--- src/sink_driver_defines.svh ---
// Constants for the latched sink driver: widths and synchroniser depth.
// Assumes inclusion by bare name from the package and design files.
`ifndef SINK_DRIVER_DEFINES_SVH
`define SINK_DRIVER_DEFINES_SVH

// ****************************************************************
// Widths
// ****************************************************************
`define SD_STAGES 32
`define SD_PIN_COUNT 4
`define SD_SYNC_DEPTH 3
`define SD_BUF_DEPTH 2

// ****************************************************************
// Reset values
// ****************************************************************
`define SD_SHIFT_RST 32'h00000000
`define SD_LATCH_RST 32'h00000000
`define SD_SINK_OFF 32'h00000000

`endif

--- src/sink_driver_pkg.sv ---
// Types shared by the sink driver design files.
// Assumes the defines header is on the include path.
`include "sink_driver_defines.svh"

package sink_driver_pkg;

  // ****************************************************************
  // Pin group
  // ****************************************************************
  typedef struct packed {
    logic shift_clk;
    logic serial_data;
    logic strobe;
    logic out_enable;
  } pin_in_t;

  typedef logic [`SD_STAGES-1:0] stage_vec_t;

  // ****************************************************************
  // Drain phase of the shift stage
  // ****************************************************************
  typedef enum logic {
    PH_TAKE,
    PH_SETTLE
  } drain_phase_t;

endpackage

--- src/sink_driver.sv ---
// Serial-in, latched, 32-stage sink driver core.
// Assumes all pins are asynchronous and sampled by sys_clk at 100 MHz.
`timescale 1ns/1ps
`include "sink_driver_defines.svh"

module sink_driver
(
  input wire logic sys_clk,
  input wire logic nrst,
  input sink_driver_pkg::pin_in_t pins,
  output logic serial_out,
  output sink_driver_pkg::stage_vec_t sink_on,
  output logic overrun
);

  import sink_driver_pkg::*;

  // ****************************************************************
  // Pin conditioning
  // ****************************************************************
  pin_in_t clean;
  logic clk_prev_r;
  logic clk_prev_nxt;
  logic clk_rise;

  pin_sync u_sync (
    .sys_clk(sys_clk),
    .nrst(nrst),
    .pins(pins),
    .pins_clean(clean)
  );

  // Data and clock share the same filter delay, so the data level seen
  // at the detected edge is the level that stood at the pin edge
  assign clk_rise = clean.shift_clk && !clk_prev_r;

  always_comb
  begin
    clk_prev_nxt = clean.shift_clk;
  end

  // ****************************************************************
  // Bit buffer
  // ****************************************************************
  logic buf_in_ready;
  logic buf_out_valid;
  logic buf_out_bit;
  logic take;
  logic overrun_r;
  logic overrun_nxt;

  bit_buffer u_buf (
    .sys_clk(sys_clk),
    .nrst(nrst),
    .in_valid(clk_rise),
    .in_ready(buf_in_ready),
    .in_bit(clean.serial_data),
    .out_valid(buf_out_valid),
    .out_ready(take),
    .out_bit(buf_out_bit)
  );

  // Sticky: a bit lost to a full buffer cannot be recovered
  always_comb
  begin
    overrun_nxt = overrun_r || (clk_rise && !buf_in_ready);
  end

  // ****************************************************************
  // Shift register
  // ****************************************************************
  drain_phase_t phase_r;
  drain_phase_t phase_nxt;
  stage_vec_t shift_r;
  stage_vec_t shift_nxt;

  logic shift_en;
  stage_vec_t shift_in;

  // Shift stage drains one bit every other cycle, trading rate for a
  // settle cycle in which the latch sees a stable register
  assign take = buf_out_valid && (phase_r == PH_TAKE);
  assign shift_in = {shift_r[`SD_STAGES-2:0], buf_out_bit};

  always_comb
  begin
    shift_en = 1'b0;
    phase_nxt = phase_r;
    case (phase_r)
      PH_TAKE:
      begin
        if (take)
        begin
          shift_en = 1'b1;
          phase_nxt = PH_SETTLE;
        end
      end
      PH_SETTLE:
      begin
        phase_nxt = PH_TAKE;
      end
      default:
      begin
        phase_nxt = PH_TAKE;
      end
    endcase
  end

  // Stage 0 takes the drained bit, each later stage its lower neighbour
  genvar g;
  generate
    for (g = 0; g < `SD_STAGES; g = g + 1)
    begin : gen_stage
      always_comb
      begin
        if (shift_en)
        begin
          shift_nxt[g] = shift_in[g];
        end
        else
        begin
          shift_nxt[g] = shift_r[g];
        end
      end
    end
  endgenerate

  // ****************************************************************
  // Latch bank
  // ****************************************************************
  stage_vec_t latch_r;
  stage_vec_t latch_nxt;

  // Strobe is the only load term; enable never enters here
  genvar s;
  generate
    for (s = 0; s < `SD_STAGES; s = s + 1)
    begin : gen_latch
      always_comb
      begin
        if (clean.strobe)
        begin
          latch_nxt[s] = shift_nxt[s];
        end
        else
        begin
          latch_nxt[s] = latch_r[s];
        end
      end
    end
  endgenerate

  // ****************************************************************
  // Cascade output
  // ****************************************************************
  logic serial_out_r;
  logic serial_out_nxt;

  // Last stage straight out, so devices chain with no glue
  always_comb
  begin
    serial_out_nxt = shift_nxt[`SD_STAGES-1];
  end

  // ****************************************************************
  // Sink outputs
  // ****************************************************************
  stage_vec_t sink_r;
  stage_vec_t sink_nxt;
  stage_vec_t sink_off;

  // Every sink released while the bank is disabled
  assign sink_off = `SD_SINK_OFF;

  // Gated from the latch next value, so sink and latch move together
  genvar t;
  generate
    for (t = 0; t < `SD_STAGES; t = t + 1)
    begin : gen_sink
      always_comb
      begin
        if (clean.out_enable)
        begin
          sink_nxt[t] = latch_nxt[t];
        end
        else
        begin
          sink_nxt[t] = sink_off[t];
        end
      end
    end
  endgenerate

  assign serial_out = serial_out_r;
  assign sink_on = sink_r;
  assign overrun = overrun_r;

  // ****************************************************************
  // State registers
  // ****************************************************************
  // Reset to a known pattern; without it, software must load first
  // Edge detector idles low like the pin, so reset makes no false edge
  always_ff @(posedge sys_clk)
  begin
    if (!nrst)
    begin
      clk_prev_r <= 1'b0;
    end
    else
    begin
      clk_prev_r <= clk_prev_nxt;
    end
  end

  always_ff @(posedge sys_clk)
  begin
    if (!nrst)
    begin
      overrun_r <= 1'b0;
    end
    else
    begin
      overrun_r <= overrun_nxt;
    end
  end

  always_ff @(posedge sys_clk)
  begin
    if (!nrst)
    begin
      phase_r <= PH_TAKE;
    end
    else
    begin
      phase_r <= phase_nxt;
    end
  end

  // Phase and stages clear together, so no half-drained bit survives
  always_ff @(posedge sys_clk)
  begin
    if (!nrst)
    begin
      shift_r <= `SD_SHIFT_RST;
    end
    else
    begin
      shift_r <= shift_nxt;
    end
  end

  // Latch reset keeps every sink off until a pattern is loaded
  always_ff @(posedge sys_clk)
  begin
    if (!nrst)
    begin
      latch_r <= `SD_LATCH_RST;
    end
    else
    begin
      latch_r <= latch_nxt;
    end
  end

  always_ff @(posedge sys_clk)
  begin
    if (!nrst)
    begin
      serial_out_r <= 1'b0;
    end
    else
    begin
      serial_out_r <= serial_out_nxt;
    end
  end

  always_ff @(posedge sys_clk)
  begin
    if (!nrst)
    begin
      sink_r <= `SD_SINK_OFF;
    end
    else
    begin
      sink_r <= sink_nxt;
    end
  end

endmodule

--- src/pin_sync.sv ---
// Three-flop synchroniser with agreement filter for the pin group.
// Assumes pins are asynchronous to sys_clk; nrst is synchronous.
`timescale 1ns/1ps
`include "sink_driver_defines.svh"

module pin_sync
  import sink_driver_pkg::*;
(
  input wire logic sys_clk,
  input wire logic nrst,
  input sink_driver_pkg::pin_in_t pins,
  output sink_driver_pkg::pin_in_t pins_clean
);

  logic [`SD_PIN_COUNT-1:0] raw;
  logic [`SD_PIN_COUNT-1:0] s1_r;
  logic [`SD_PIN_COUNT-1:0] s2_r;
  logic [`SD_PIN_COUNT-1:0] s3_r;
  logic [`SD_PIN_COUNT-1:0] clean_r;
  logic [`SD_PIN_COUNT-1:0] clean_nxt;

  assign raw = pins;
  assign pins_clean = clean_r;

  // ****************************************************************
  // Per-pin filter
  // ****************************************************************
  genvar g;
  generate
    for (g = 0; g < `SD_PIN_COUNT; g = g + 1)
    begin : gen_pin
      // Change counts only once second and third flops agree
      always_comb
      begin
        clean_nxt[g] = (s2_r[g] == s3_r[g]) ? s3_r[g] : clean_r[g];
      end
    end
  endgenerate

  always_ff @(posedge sys_clk)
  begin
    if (!nrst)
    begin
      s1_r <= '0;
      s2_r <= '0;
      s3_r <= '0;
      clean_r <= '0;
    end
    else
    begin
      s1_r <= raw;
      s2_r <= s1_r;
      s3_r <= s2_r;
      clean_r <= clean_nxt;
    end
  end

endmodule

--- src/bit_buffer.sv ---
// Two-entry valid/ready buffer for sampled serial bits.
// Assumes a single clock domain and synchronous active-low reset.
`timescale 1ns/1ps
`include "sink_driver_defines.svh"

module bit_buffer (
  input wire logic sys_clk,
  input wire logic nrst,
  input wire logic in_valid,
  output logic in_ready,
  input wire logic in_bit,
  output logic out_valid,
  input wire logic out_ready,
  output logic out_bit
);

  logic [`SD_BUF_DEPTH-1:0] mem_r;
  logic [`SD_BUF_DEPTH-1:0] mem_nxt;
  logic [1:0] count_r;
  logic [1:0] count_nxt;
  logic rd_r;
  logic rd_nxt;
  logic wr_r;
  logic wr_nxt;
  logic push;
  logic pop;

  assign in_ready = (count_r != 2'h2);
  assign out_valid = (count_r != 2'h0);
  assign out_bit = mem_r[rd_r];
  assign push = in_valid && in_ready;
  assign pop = out_valid && out_ready;

  always_comb
  begin
    mem_nxt = mem_r;
    rd_nxt = rd_r;
    wr_nxt = wr_r;
    count_nxt = count_r;
    if (push)
    begin
      mem_nxt[wr_r] = in_bit;
      wr_nxt = ~wr_r;
    end
    if (pop)
    begin
      rd_nxt = ~rd_r;
    end
    if (push && !pop)
    begin
      count_nxt = count_r + 2'h1;
    end
    else if (pop && !push)
    begin
      count_nxt = count_r - 2'h1;
    end
  end

  always_ff @(posedge sys_clk)
  begin
    if (!nrst)
    begin
      mem_r <= '0;
      rd_r <= 1'b0;
      wr_r <= 1'b0;
      count_r <= 2'h0;
    end
    else
    begin
      mem_r <= mem_nxt;
      rd_r <= rd_nxt;
      wr_r <= wr_nxt;
      count_r <= count_nxt;
    end
  end

endmodule

--- config.mk ---
export PLATFORM = sky130hd
export DESIGN_NAME = sink_driver
export DESIGN_NICKNAME = d
export VERILOG_FILES = /design/src/sink_driver_pkg.sv /design/src/sink_driver.sv /design/src/pin_sync.sv /design/src/bit_buffer.sv
export VERILOG_INCLUDE_DIRS = /design/src /design/src/src
export SDC_FILE = /design/constraint.sdc
export NUM_CORES = 1
export LEC_CHECK = 0
export ABC_AREA = 0
export BUFFER_PORTS_ARGS = -buffer_cell sky130_fd_sc_hd__buf_2
export CAP_MARGIN = 10
export CORE_UTILIZATION = 35
export CTS_BUF_LIST = sky130_fd_sc_hd__clkbuf_4
export DETAILED_ROUTE_END_ITERATION = 16
export HOLD_SLACK_MARGIN = 0.06
export SLEW_MARGIN = 20
export SYNTH_ARGS = -nofsm -noshare
export SYNTH_HDL_FRONTEND = slang
export SYNTH_HIERARCHICAL = 1
export SYNTH_SLANG_ARGS = --single-unit
--- constraint.sdc ---
create_clock -name sys_clk -period 2.1 [get_ports sys_clk]
set_input_delay 0.315 -clock sys_clk [delete_from_list [all_inputs] [get_ports sys_clk]]
set_output_delay 0.315 -clock sys_clk [all_outputs]
set_load 0.05 [all_outputs]
# [Yosys cells after proc, flatten, opt, wreduce, memory -nomap -nowiden]
# Cells that the tools add are included.
[classes] add_sub_neg=2 multipliers=0 n_div=0 magnitude_cmp=3 n_eq_ne=5 shifts=0 n_mux=74 n_bitwise=3 n_reduce_logical=16
[ops] operator="$mux W1" count=69
[ops] operator="$logic_and A1 B1 Y1" count=8
[ops] operator="$eq A1 B1 Y1" count=4
[ops] operator="$logic_not A1 Y1" count=4
[ops] operator="$lt A1 B2 Y1 const B" count=2
[ops] operator="$mux W2" count=2
[ops] operator="$reduce_bool A2 Y1" count=2
[ops] operator="$not A1 Y1" count=3
[ops] operator="$add A2 B1 Y2 const B" count=1
[ops] operator="$bwmux W2" count=1
[ops] operator="$ne A2 B2 Y1 const B" count=1
[ops] operator="$pmux W1 S2" count=1
[ops] operator="$reduce_and A2 Y1" count=1
[ops] operator="$sub A2 B1 Y2 const B" count=1
[ops] operator="$demux W1 S1" count=1
[ops] operator="$ge A1 B1 Y1 const B" count=1
[ops] operator="$logic_or A1 B1 Y1" count=1
[totals] reg_bits=122 latch_bits=0 ram_bits=0 rom_bits=0 inputBits=6 output_inout_bits=34 word_cells=121 n_memories=0

# [Logic depth before layout (Yosys ltp)]
# Gate-level depths: netlist of run 1.
[logic_depth] ltp_word=7 ltp_mapped=9 mapped_depth_nobuf=7

# [By module]
# The synthesis of run 1 kept the hierarchy.
[modules_own_cells] mod="sink_driver" instances=1 cells_each=326 area_per_inst_um2=3379.5 seq_area_each_um2=1981.9
[modules_own_cells] mod="pin_sync" instances=1 cells_each=41 area_per_inst_um2=481.7 seq_area_each_um2=320.3
[modules_own_cells] mod="bit_buffer" instances=1 cells_each=32 area_per_inst_um2=286.5 seq_area_each_um2=120.1

# [Worst setup path before layout of run 1]
# OpenSTA, ideal clock, no wires.
[synth_path] kind="reg-to-reg" start="register u_buf.count_r[0]" end="register u_buf.count_r[1]" setup_ns=0.070 arrival_ns=1.926 required_time_ns=2.030 slack_ns=0.104 stages_incl_launch_ff=9 path_buffers=2 synth_period_minus_slack_ns=1.996 cell_sequence="dfxtp_1 -> or2_2 -> nor2b_4 -> buf_12 -> buf_12 -> o21ai_0 -> ha_1 -> or3_1 -> a21oi_1"
[synth_between] elab_chain_len=6 elab_cells_between_ends=14 classes_between="2 x add/sub; 1 x eq/ne; 2 x mux; 9 x reduce/logical"
[synth_rtl] item="start: declaration" line_no="bit_buffer.sv:19" source="logic [1:0] count_r;"
[synth_rtl] item="start signal: assignment" line_no="bit_buffer.sv:73" source="count_r <= count_nxt;"
[synth_rtl] item="$reduce_bool A2 Y1 (*)" line_no="bit_buffer.sv:29" source="assign out_valid = (count_r != 2'h0);"
[synth_rtl] item="net buf_out_valid" line_no="sink_driver.sv:46" source="logic buf_out_valid;"
[synth_rtl] item="$logic_and A1 B1 Y1 (*)" line_no="sink_driver.sv:82" source="assign take = buf_out_valid && (phase_r == PH_TAKE);"
[synth_rtl] item="net take" line_no="sink_driver.sv:48" source="logic take;"
[synth_rtl] item="$logic_and A1 B1 Y1 (*)" line_no="bit_buffer.sv:32" source="assign pop = out_valid && out_ready;"
[synth_rtl] item="$logic_not A1 Y1" line_no="bit_buffer.sv:49" source="if (push && !pop)"
[synth_rtl] item="$logic_and A1 B1 Y1" line_no="bit_buffer.sv:49"
[synth_rtl] item="$mux W2 or $reduce_bool A2 Y1 (tied branches)"
# The timed path passes the listed nets; every way through them passes the cells marked *. The select of a mux whose other input is x is not followed.
# A chain may end at the register's enable or synchronous reset.

# [Worst setup path after layout of run 1]
[layout_path] start="register u_buf.count_r[0]" end="register u_buf.count_r[1]"
[layout_between] elab_chain_len=6 elab_cells_between_ends=14 classes_between="2 x add/sub; 1 x eq/ne; 2 x mux; 9 x reduce/logical"
[layout_rtl] item="$reduce_bool A2 Y1 (*)" line_no="bit_buffer.sv:29"
[layout_rtl] item="net buf_out_valid" line_no="sink_driver.sv:46"
[layout_rtl] item="$logic_and A1 B1 Y1" line_no="sink_driver.sv:82"
[layout_rtl] item="$logic_and A1 B1 Y1 (*)" line_no="bit_buffer.sv:32"
[layout_rtl] item="$logic_not A1 Y1" line_no="bit_buffer.sv:49"
[layout_rtl] item="$logic_and A1 B1 Y1" line_no="bit_buffer.sv:49"
[layout_rtl] item="$mux W2 or $reduce_bool A2 Y1 (tied branches)"
# Marked as above.

==> reports/metrics.cfg, run 1 <==
[status]
status = finished, final reports clean

[synth]
synth_most_common_cell = dfxtp_1
synth_area_leaders = dfxtp_1 (58%), o21ai_0 (8.3%), mux2i_1 (8.2%), a21oi_1 (8.0%), nor2b_1 (5.1%)
synthMuxAreaShare_pct = 8.48
yosys.area_share.simple_pct = 9.77
synth_cells = 399
ys_seq_elements = 121
synth_adder_area_share_pct = 0.302
synth_top_cell_area_share_pct = 58.4
yosysTopAreaCell = dfxtp_1
yosysUniqueCellTypes = 27
synth_common_cells = dfxtp_1 (121), o21ai_0 (69), a21oi_1 (66)
synth_top_family_by_area = compound AO/OA/AOI/OAI gates
synth-compound-area-share_pct = 17.4
synth_xor_area_share_pct = 0.633
ys_seq_area_share_pct = 58.4
dominantRegCellSynth = dfxtp_1
synth_warnings = 6
synthArstFlopShare_pct = 0
synth_edf_count = 0
synth_nets = 406
syn-cell-area_um2 = 4150
synth.avg_cell_area_um2 = 10.4

[sta]
finalMaxSlewViolations = 0
setup_tns_ns = 0
rsz0062_at_grt = false
worstMarginPinSlew_ns = 0.682
skew_ns = 0.0219
min_period_over_period_pct = 91.5
finalHoldViolCount = 0
min_period_ns = 1.92
timing.slew.headroom_pct = 54.5
fmax_ghz = 0.520
finalSetupViolations = 0

[die]
std_cell_rows = 39
die_area_um2 = 12300
initial_utilization_pct = 36.2
die_h_um = 111
coreArea_um2 = 11500
die_w_um = 111
top_level_ports = 40

[cts]
postCtsSetupBuffers = 0
clkSinkCount = 121
cts-resized-gates = 0
clk_pin_slew_ns = 0.11
clk_latency_ns = 0.51
cts-root-buf = clkbuf_4
ctsHtreeMaxLevel = 4
cts_tree = built
cts_made_buffers = 17
clock_path_buffers = 2

[worst_setup_path]
path_max_fanout = 5
critPathKind = flop to flop
cp.required_ns = 2.53
cp-end-kind = flop
reg2reg_setup_slack_ns = 0.18
crit-reg2reg-launch = u_buf/count_r[0]
r2r_end = u_buf/count_r[1]
cp.arrival_ns = 2.35
ff2ff_path_depth = 6
start_kind = flop

[placement]
place_hpwl_um = 4250
place_area_um2 = 4390
place_congestion = 0.661
io_buffers = 39
dp.cells = 558

[routing]
post_drt_wl_per_cell_um = 11.8
drt_iter0_markers = 119
viasPerCell = 4.68
wl_um = 7050
via_count = 2785
drt-pass1-iter-count = 5
drc_errors = 0
ant_nets = 0

[power_and_ir_drop]
power.density_nw_per_um2 = 860
leakagePower_nw = 1.80
peakVddDrop_uv = 376

[cells_and_area]
area_delta_synth_final_pct = 14.1
instances_no_fill = 595
multi_input_area_um2 = 1520
area.sequential_um2 = 2430
fin_area_um2 = 4730
drive_above_1_share_pct = 19.7
nNetsFinal = 445
fillCellCount = 1097

[run]
maxCapViolCount = 0

[grt]
grt_use_total_pct = 12.3
grt_pass1_wl_um = 12100
grt_pass1_vias = 2713
gr-total-overflow = 0
grt_max_degree = 88
grt_antenna_before_repair = 1

[worst_hold_path]
min_from = nrst
min_path_cells = 4
hold_class = input pin to flop
min_to = sink_on[11]

-- sequential cells by signal, summed over array words and instances, names as in the netlist, 2 cells and up --
signal and cells:
u_buf/mem_r 2, u_sync/s3_r 4, sink_on 32, u_sync/s1_r 4, u_sync/pins_clean 4, u_buf/count_r 2, u_sync/s2_r 4, shift_r 32
latch_r 32
-- how the worst max path moves through the flow --
stage | startpoint | endpoint | slack [ns]
after floorplan | u_buf/count_r[0] | u_buf/count_r[1] | 0.10
after global placement | u_buf/count_r[0] | u_buf/count_r[1] | 0.34
after detailed placement | u_buf/count_r[0] | u_buf/count_r[1] | 0.23
after CTS | u_buf/count_r[0] | u_buf/count_r[1] | 0.19
after global routing | u_buf/count_r[0] | u_buf/count_r[1] | 0.13
final | u_buf/count_r[0] | u_buf/count_r[1] | 0.18
-- power by group --
| group | internal [mW] | switching, mW | leakage (nW) |
|---|---|---|---|
| clock network | 0.824 | 0.875 | 0.149 |
| logic | 0.0309 | 0.0322 | 0.676 |
| registers | 2.30 | 0.00470 | 0.977 |
-- stage by stage --
stage / power (mW) / worst slack (ns) / hold slack [ns] / utilization, %
after global routing: 4.24 / 0.130 / 0.419 / 41.3
after detailed placement: 2.42 / 0.227 / 0.425 / 38.3
after CTS: 4.13 / 0.192 / 0.406 / 41.3
final: 4.07 / 0.178 / 0.435 / 41.3
after global placement: 2.42 / 0.344 / 0.414 / 38.3
after floorplan: 2.41 / 0.104 / 0.406 / -
-- repair_timing --
| action | CTS | global route |
|---|---|---|
| hold buffers | 4 | 0 |
| hold endpoints to repair | 4 | 0 |
| endpoints found under the setup margin | 0 | 0 |
-- layout make-up --
cell class	instances	share of cell area, %
multi-input combinational	246	32.1
clock buffer	17	2.70
inverter	3	0.238
sequential	121	51.2
tap	143	3.78
clock inverter	15	3.73
timing repair buffer	49	6.18
antenna	1	0.0529
-- critical path, stage by stage, from the launching register on --
cell and delay (ns):
dfxtp_1 0.39, or2_2 0.31, nor2b_4 0.13, o21ai_0 0.14
ha_1 0.32, or3_1 0.39, a21oi_1 0.17
-- cell families (layout without fill, tap and decap cells) --
kind of cell,count (synthesis),count (layout)
compound gates,142,142
flops,121,121
simple gates,65,65
mux,35,35
buf+inv,32,84
xor+xnor,3,3
fa+ha+maj,1,1
other cells,0,1
-- metal layers --
layer,track usage [%],vias up,share of wire [%]
met4,5.87,0,1.7
met1,13.6,1269,46
met2,20.7,44,47
li1,-,1464,-
met3,4.81,8,4.8
met5,0,-,0
-- placed cells by master (no fill, tap or decap), drive strengths merged --
| cell type | synthesis | layout |
|---|---|---|
| nor2 | 3 | 3 |
| nor2b | 36 | 36 |
| ha | 1 | 1 |
| clkbuf | 17 | 17 |
| clkinvlp | 0 | 4 |
| nand3 | 1 | 1 |
| dfxtp | 121 | 121 |
| inv | 3 | 4 |
| and2 | 15 | 15 |
| clkinv | 0 | 7 |
| bufinv | 0 | 3 |
| mux2 | 1 | 1 |
| nand2 | 7 | 7 |
| or2 | 1 | 1 |
| o21a | 1 | 1 |
| xor2 | 3 | 3 |
| dlygate4sd3 | 0 | 4 |
| a21oi | 66 | 66 |
| or3 | 2 | 2 |
| buf | 12 | 45 |
| a21boi | 4 | 4 |
| o21ai | 71 | 71 |
| mux2i | 34 | 34 |
| diode | 0 | 1 |
Power figures use the tool's default switching activity.
==> run 2: changes to the inputs <==
CORE_UTILIZATION = 55   (was 35)
PLACE_DENSITY = 0.78   (was not set)
==> reports/metrics.cfg, run 2 (synthesis results as in run 1) <==
[worst_setup_path]
slowest_delay_ns = 0.38  ; about the same
start_kind = flop
path_cells = or2_2 -> nor2b_4 -> o21ai_0 -> ha_1 -> or3_1 -> a21oi_1
cp-end-kind = flop
cpMaxStageDelayCell = or3_1
path_max_fanout = 5  ; unchanged
critPathKind = flop to flop
cp.arrival_ns = 2.26  ; -0.09 ns
cp.required_ns = 2.52  ; about the same

[routing]
wl_um = 6690  ; -5.0%
via_count = 2792  ; +0.25%
drt_iter0_markers = 145  ; +22%
drt-pass1-iter-count = 5  ; unchanged
ant_nets = 0  ; unchanged
drc_errors = 0  ; unchanged
viasPerCell = 5.09  ; +8.7%
post_drt_wl_per_cell_um = 12.2  ; +2.9%

[grt]
grt_max_degree = 75  ; -15%
grt_use_total_pct = 18.7  ; +6.4 points
grt_pass1_wl_um = 11000  ; -9.0%
gr-total-overflow = 0  ; unchanged
grt_pass1_vias = 2504  ; -7.7%
grt_antenna_before_repair = 0  ; -1

[sta]
worstMarginPinSlew_ns = 0.655  ; -0.0277 ns
fmax_ghz = 0.542  ; +4.1%
min_period_over_period_pct = 87.9  ; -3.6 points
finalHoldViolCount = 0  ; unchanged
skew_ns = 0.0146  ; -0.00733 ns
timing.slew.headroom_pct = 56.3  ; +1.8 points
rsz0062_at_grt = false
finalSetupViolations = 0  ; unchanged
setup_tns_ns = 0  ; unchanged
finalMaxSlewViolations = 0  ; unchanged
min_period_ns = 1.85  ; -0.0761 ns

[cts]
cts_tree = built
cts-resized-gates = 0  ; unchanged
ctsHtreeMaxLevel = 4  ; unchanged
clock_path_buffers = 2  ; unchanged
cts-root-buf = clkbuf_4
clk_pin_slew_ns = 0.09  ; -0.02 ns
clk_latency_ns = 0.48  ; -0.03 ns
clkSinkCount = 121  ; unchanged
cts_made_buffers = 17  ; unchanged

[cells_and_area]
final_cell_mix = dfxtp_1 (120), o21ai_0 (69), a21oi_1 (66)
num_antenna_cells = 0  ; -1
drive_above_1_share_pct = 19.6  ; -0.18 points
post-route-util_pct = 64.2  ; +23 points
nNetsFinal = 446  ; +0.22%
instances_no_fill = 549  ; -7.7%
area_delta_synth_final_pct = 12.2
final_common_cell = dfxtp_1

[placement]
io_buffers = 39  ; unchanged
dp.cells = 515  ; -7.7%
place_congestion = 0.701  ; +6.0%
place_hpwl_um = 3980  ; -6.2%

[die]
std_cell_rows = 31  ; -21%
die_area_um2 = 7890  ; -36%
top_level_ports = 40  ; unchanged
die_h_um = 88.8  ; -20%
coreArea_um2 = 7250  ; -37%
initial_utilization_pct = 57.2  ; +21 points
die_w_um = 88.8  ; -20%

[power_and_ir_drop]
seqPwrFrac_pct = 58.3  ; +1.6 points
leakagePower_nw = 1.81  ; +0.67%
switching_share_pct = 20.3  ; -2.1 points
pwr-share-clk_pct = 40.2  ; -1.5 points
p_switching_mw = 0.805  ; -12%
peakVddDrop_uv = 409  ; +8.8%
power_mw = 3.97  ; -2.6%
power_frac_comb_pct = 1.6  ; about the same
p_int_mw = 3.16  ; about the same
power.density_nw_per_um2 = 852  ; -0.94%

[status]
status = finished, final reports clean

[worst_hold_path]
hold_class = input pin to flop

[run]
maxCapViolCount = 0  ; unchanged

==> run 2: cell count changes in the layout (fill, tap and decap cells not counted) <==
cell / previous run / this run
clkinv_2: 1 / 5
clkinvlp_4: 4 / 0
clkinv_4: 4 / 1
clkbuf_4: 17 / 19
buf_4: 5 / 6
diode_2: 1 / 0
inv_6: 1 / 0
==> run 2: what timing repair did <==
item / 4_1_cts / 5_1_grt
endpoints found under the hold margin: 4 / 0
hold buffers: 4 / 0
setup buffers: 0 / 0
==> run 2: power by group through the flow <==
stage	registers (mW)	clock network [mW]	logic, mW
floorplan	2.36	0	0.0474
global placement	2.36	0	0.0561
detailed placement	2.36	0	0.0571
CTS	2.31	1.64	0.0629
global route	2.31	1.75	0.0684
finish	2.31	1.59	0.0621
==> run 2: area by class of cell <==
class | instances | area, um^2
clock buffer | 19 | 143
tap | 99 | 124
sequential | 121 | 2430
timing repair buffer | 50 | 300
inverter | 3 | 11.3
fill | 589 | 2600
clock inverter | 11 | 131
multi-input combinational | 246 | 1520
==> run 2: stage by stage <==
step / hold WS (ns) / cell area (um^2) / setup WS [ns]
floorplan: 0.406 / 4150 / 0.104
detailed placement: 0.424 / 4340 / 0.263
CTS: 0.283 / 4650 / 0.241
finish: 0.316 / 4650 / 0.254
global route: 0.271 / 4650 / 0.127
global placement: 0.414 / 4340 / 0.356
==> run 2: path summary, 6_finish.rpt <==
path                     from          endpoint  slack, ns  cells past startpoint
min                      nrst           overrun       0.32                      3
min reg2reg    u_sync/s1_r[1]    u_sync/s2_r[1]       0.45                      1
max reg2reg  u_buf/count_r[0]  u_buf/count_r[1]       0.25                      6
max          u_buf/count_r[0]  u_buf/count_r[1]       0.25                      6
==> run 2: per-layer routing <==
metal | GRT usage (%) | share of wire, % | up-vias
met4 | 8.36 | 0.99 | 0
met5 | 0 | 0 | -
met2 | 30.8 | 49 | 44
met1 | 22.0 | 47 | 1284
li1 | - | - | 1456
met3 | 6.72 | 3.4 | 8
==> run 2: worst max-delay path: cells and delay by family, from the launching register on <==
family                   cells  cell delay, ns
adder cells (fa/ha/maj)      1            0.32
AND/OR/NAND/NOR              3            0.81
flip-flops                   1            0.37
AO/OA/AOI/OAI                2            0.28
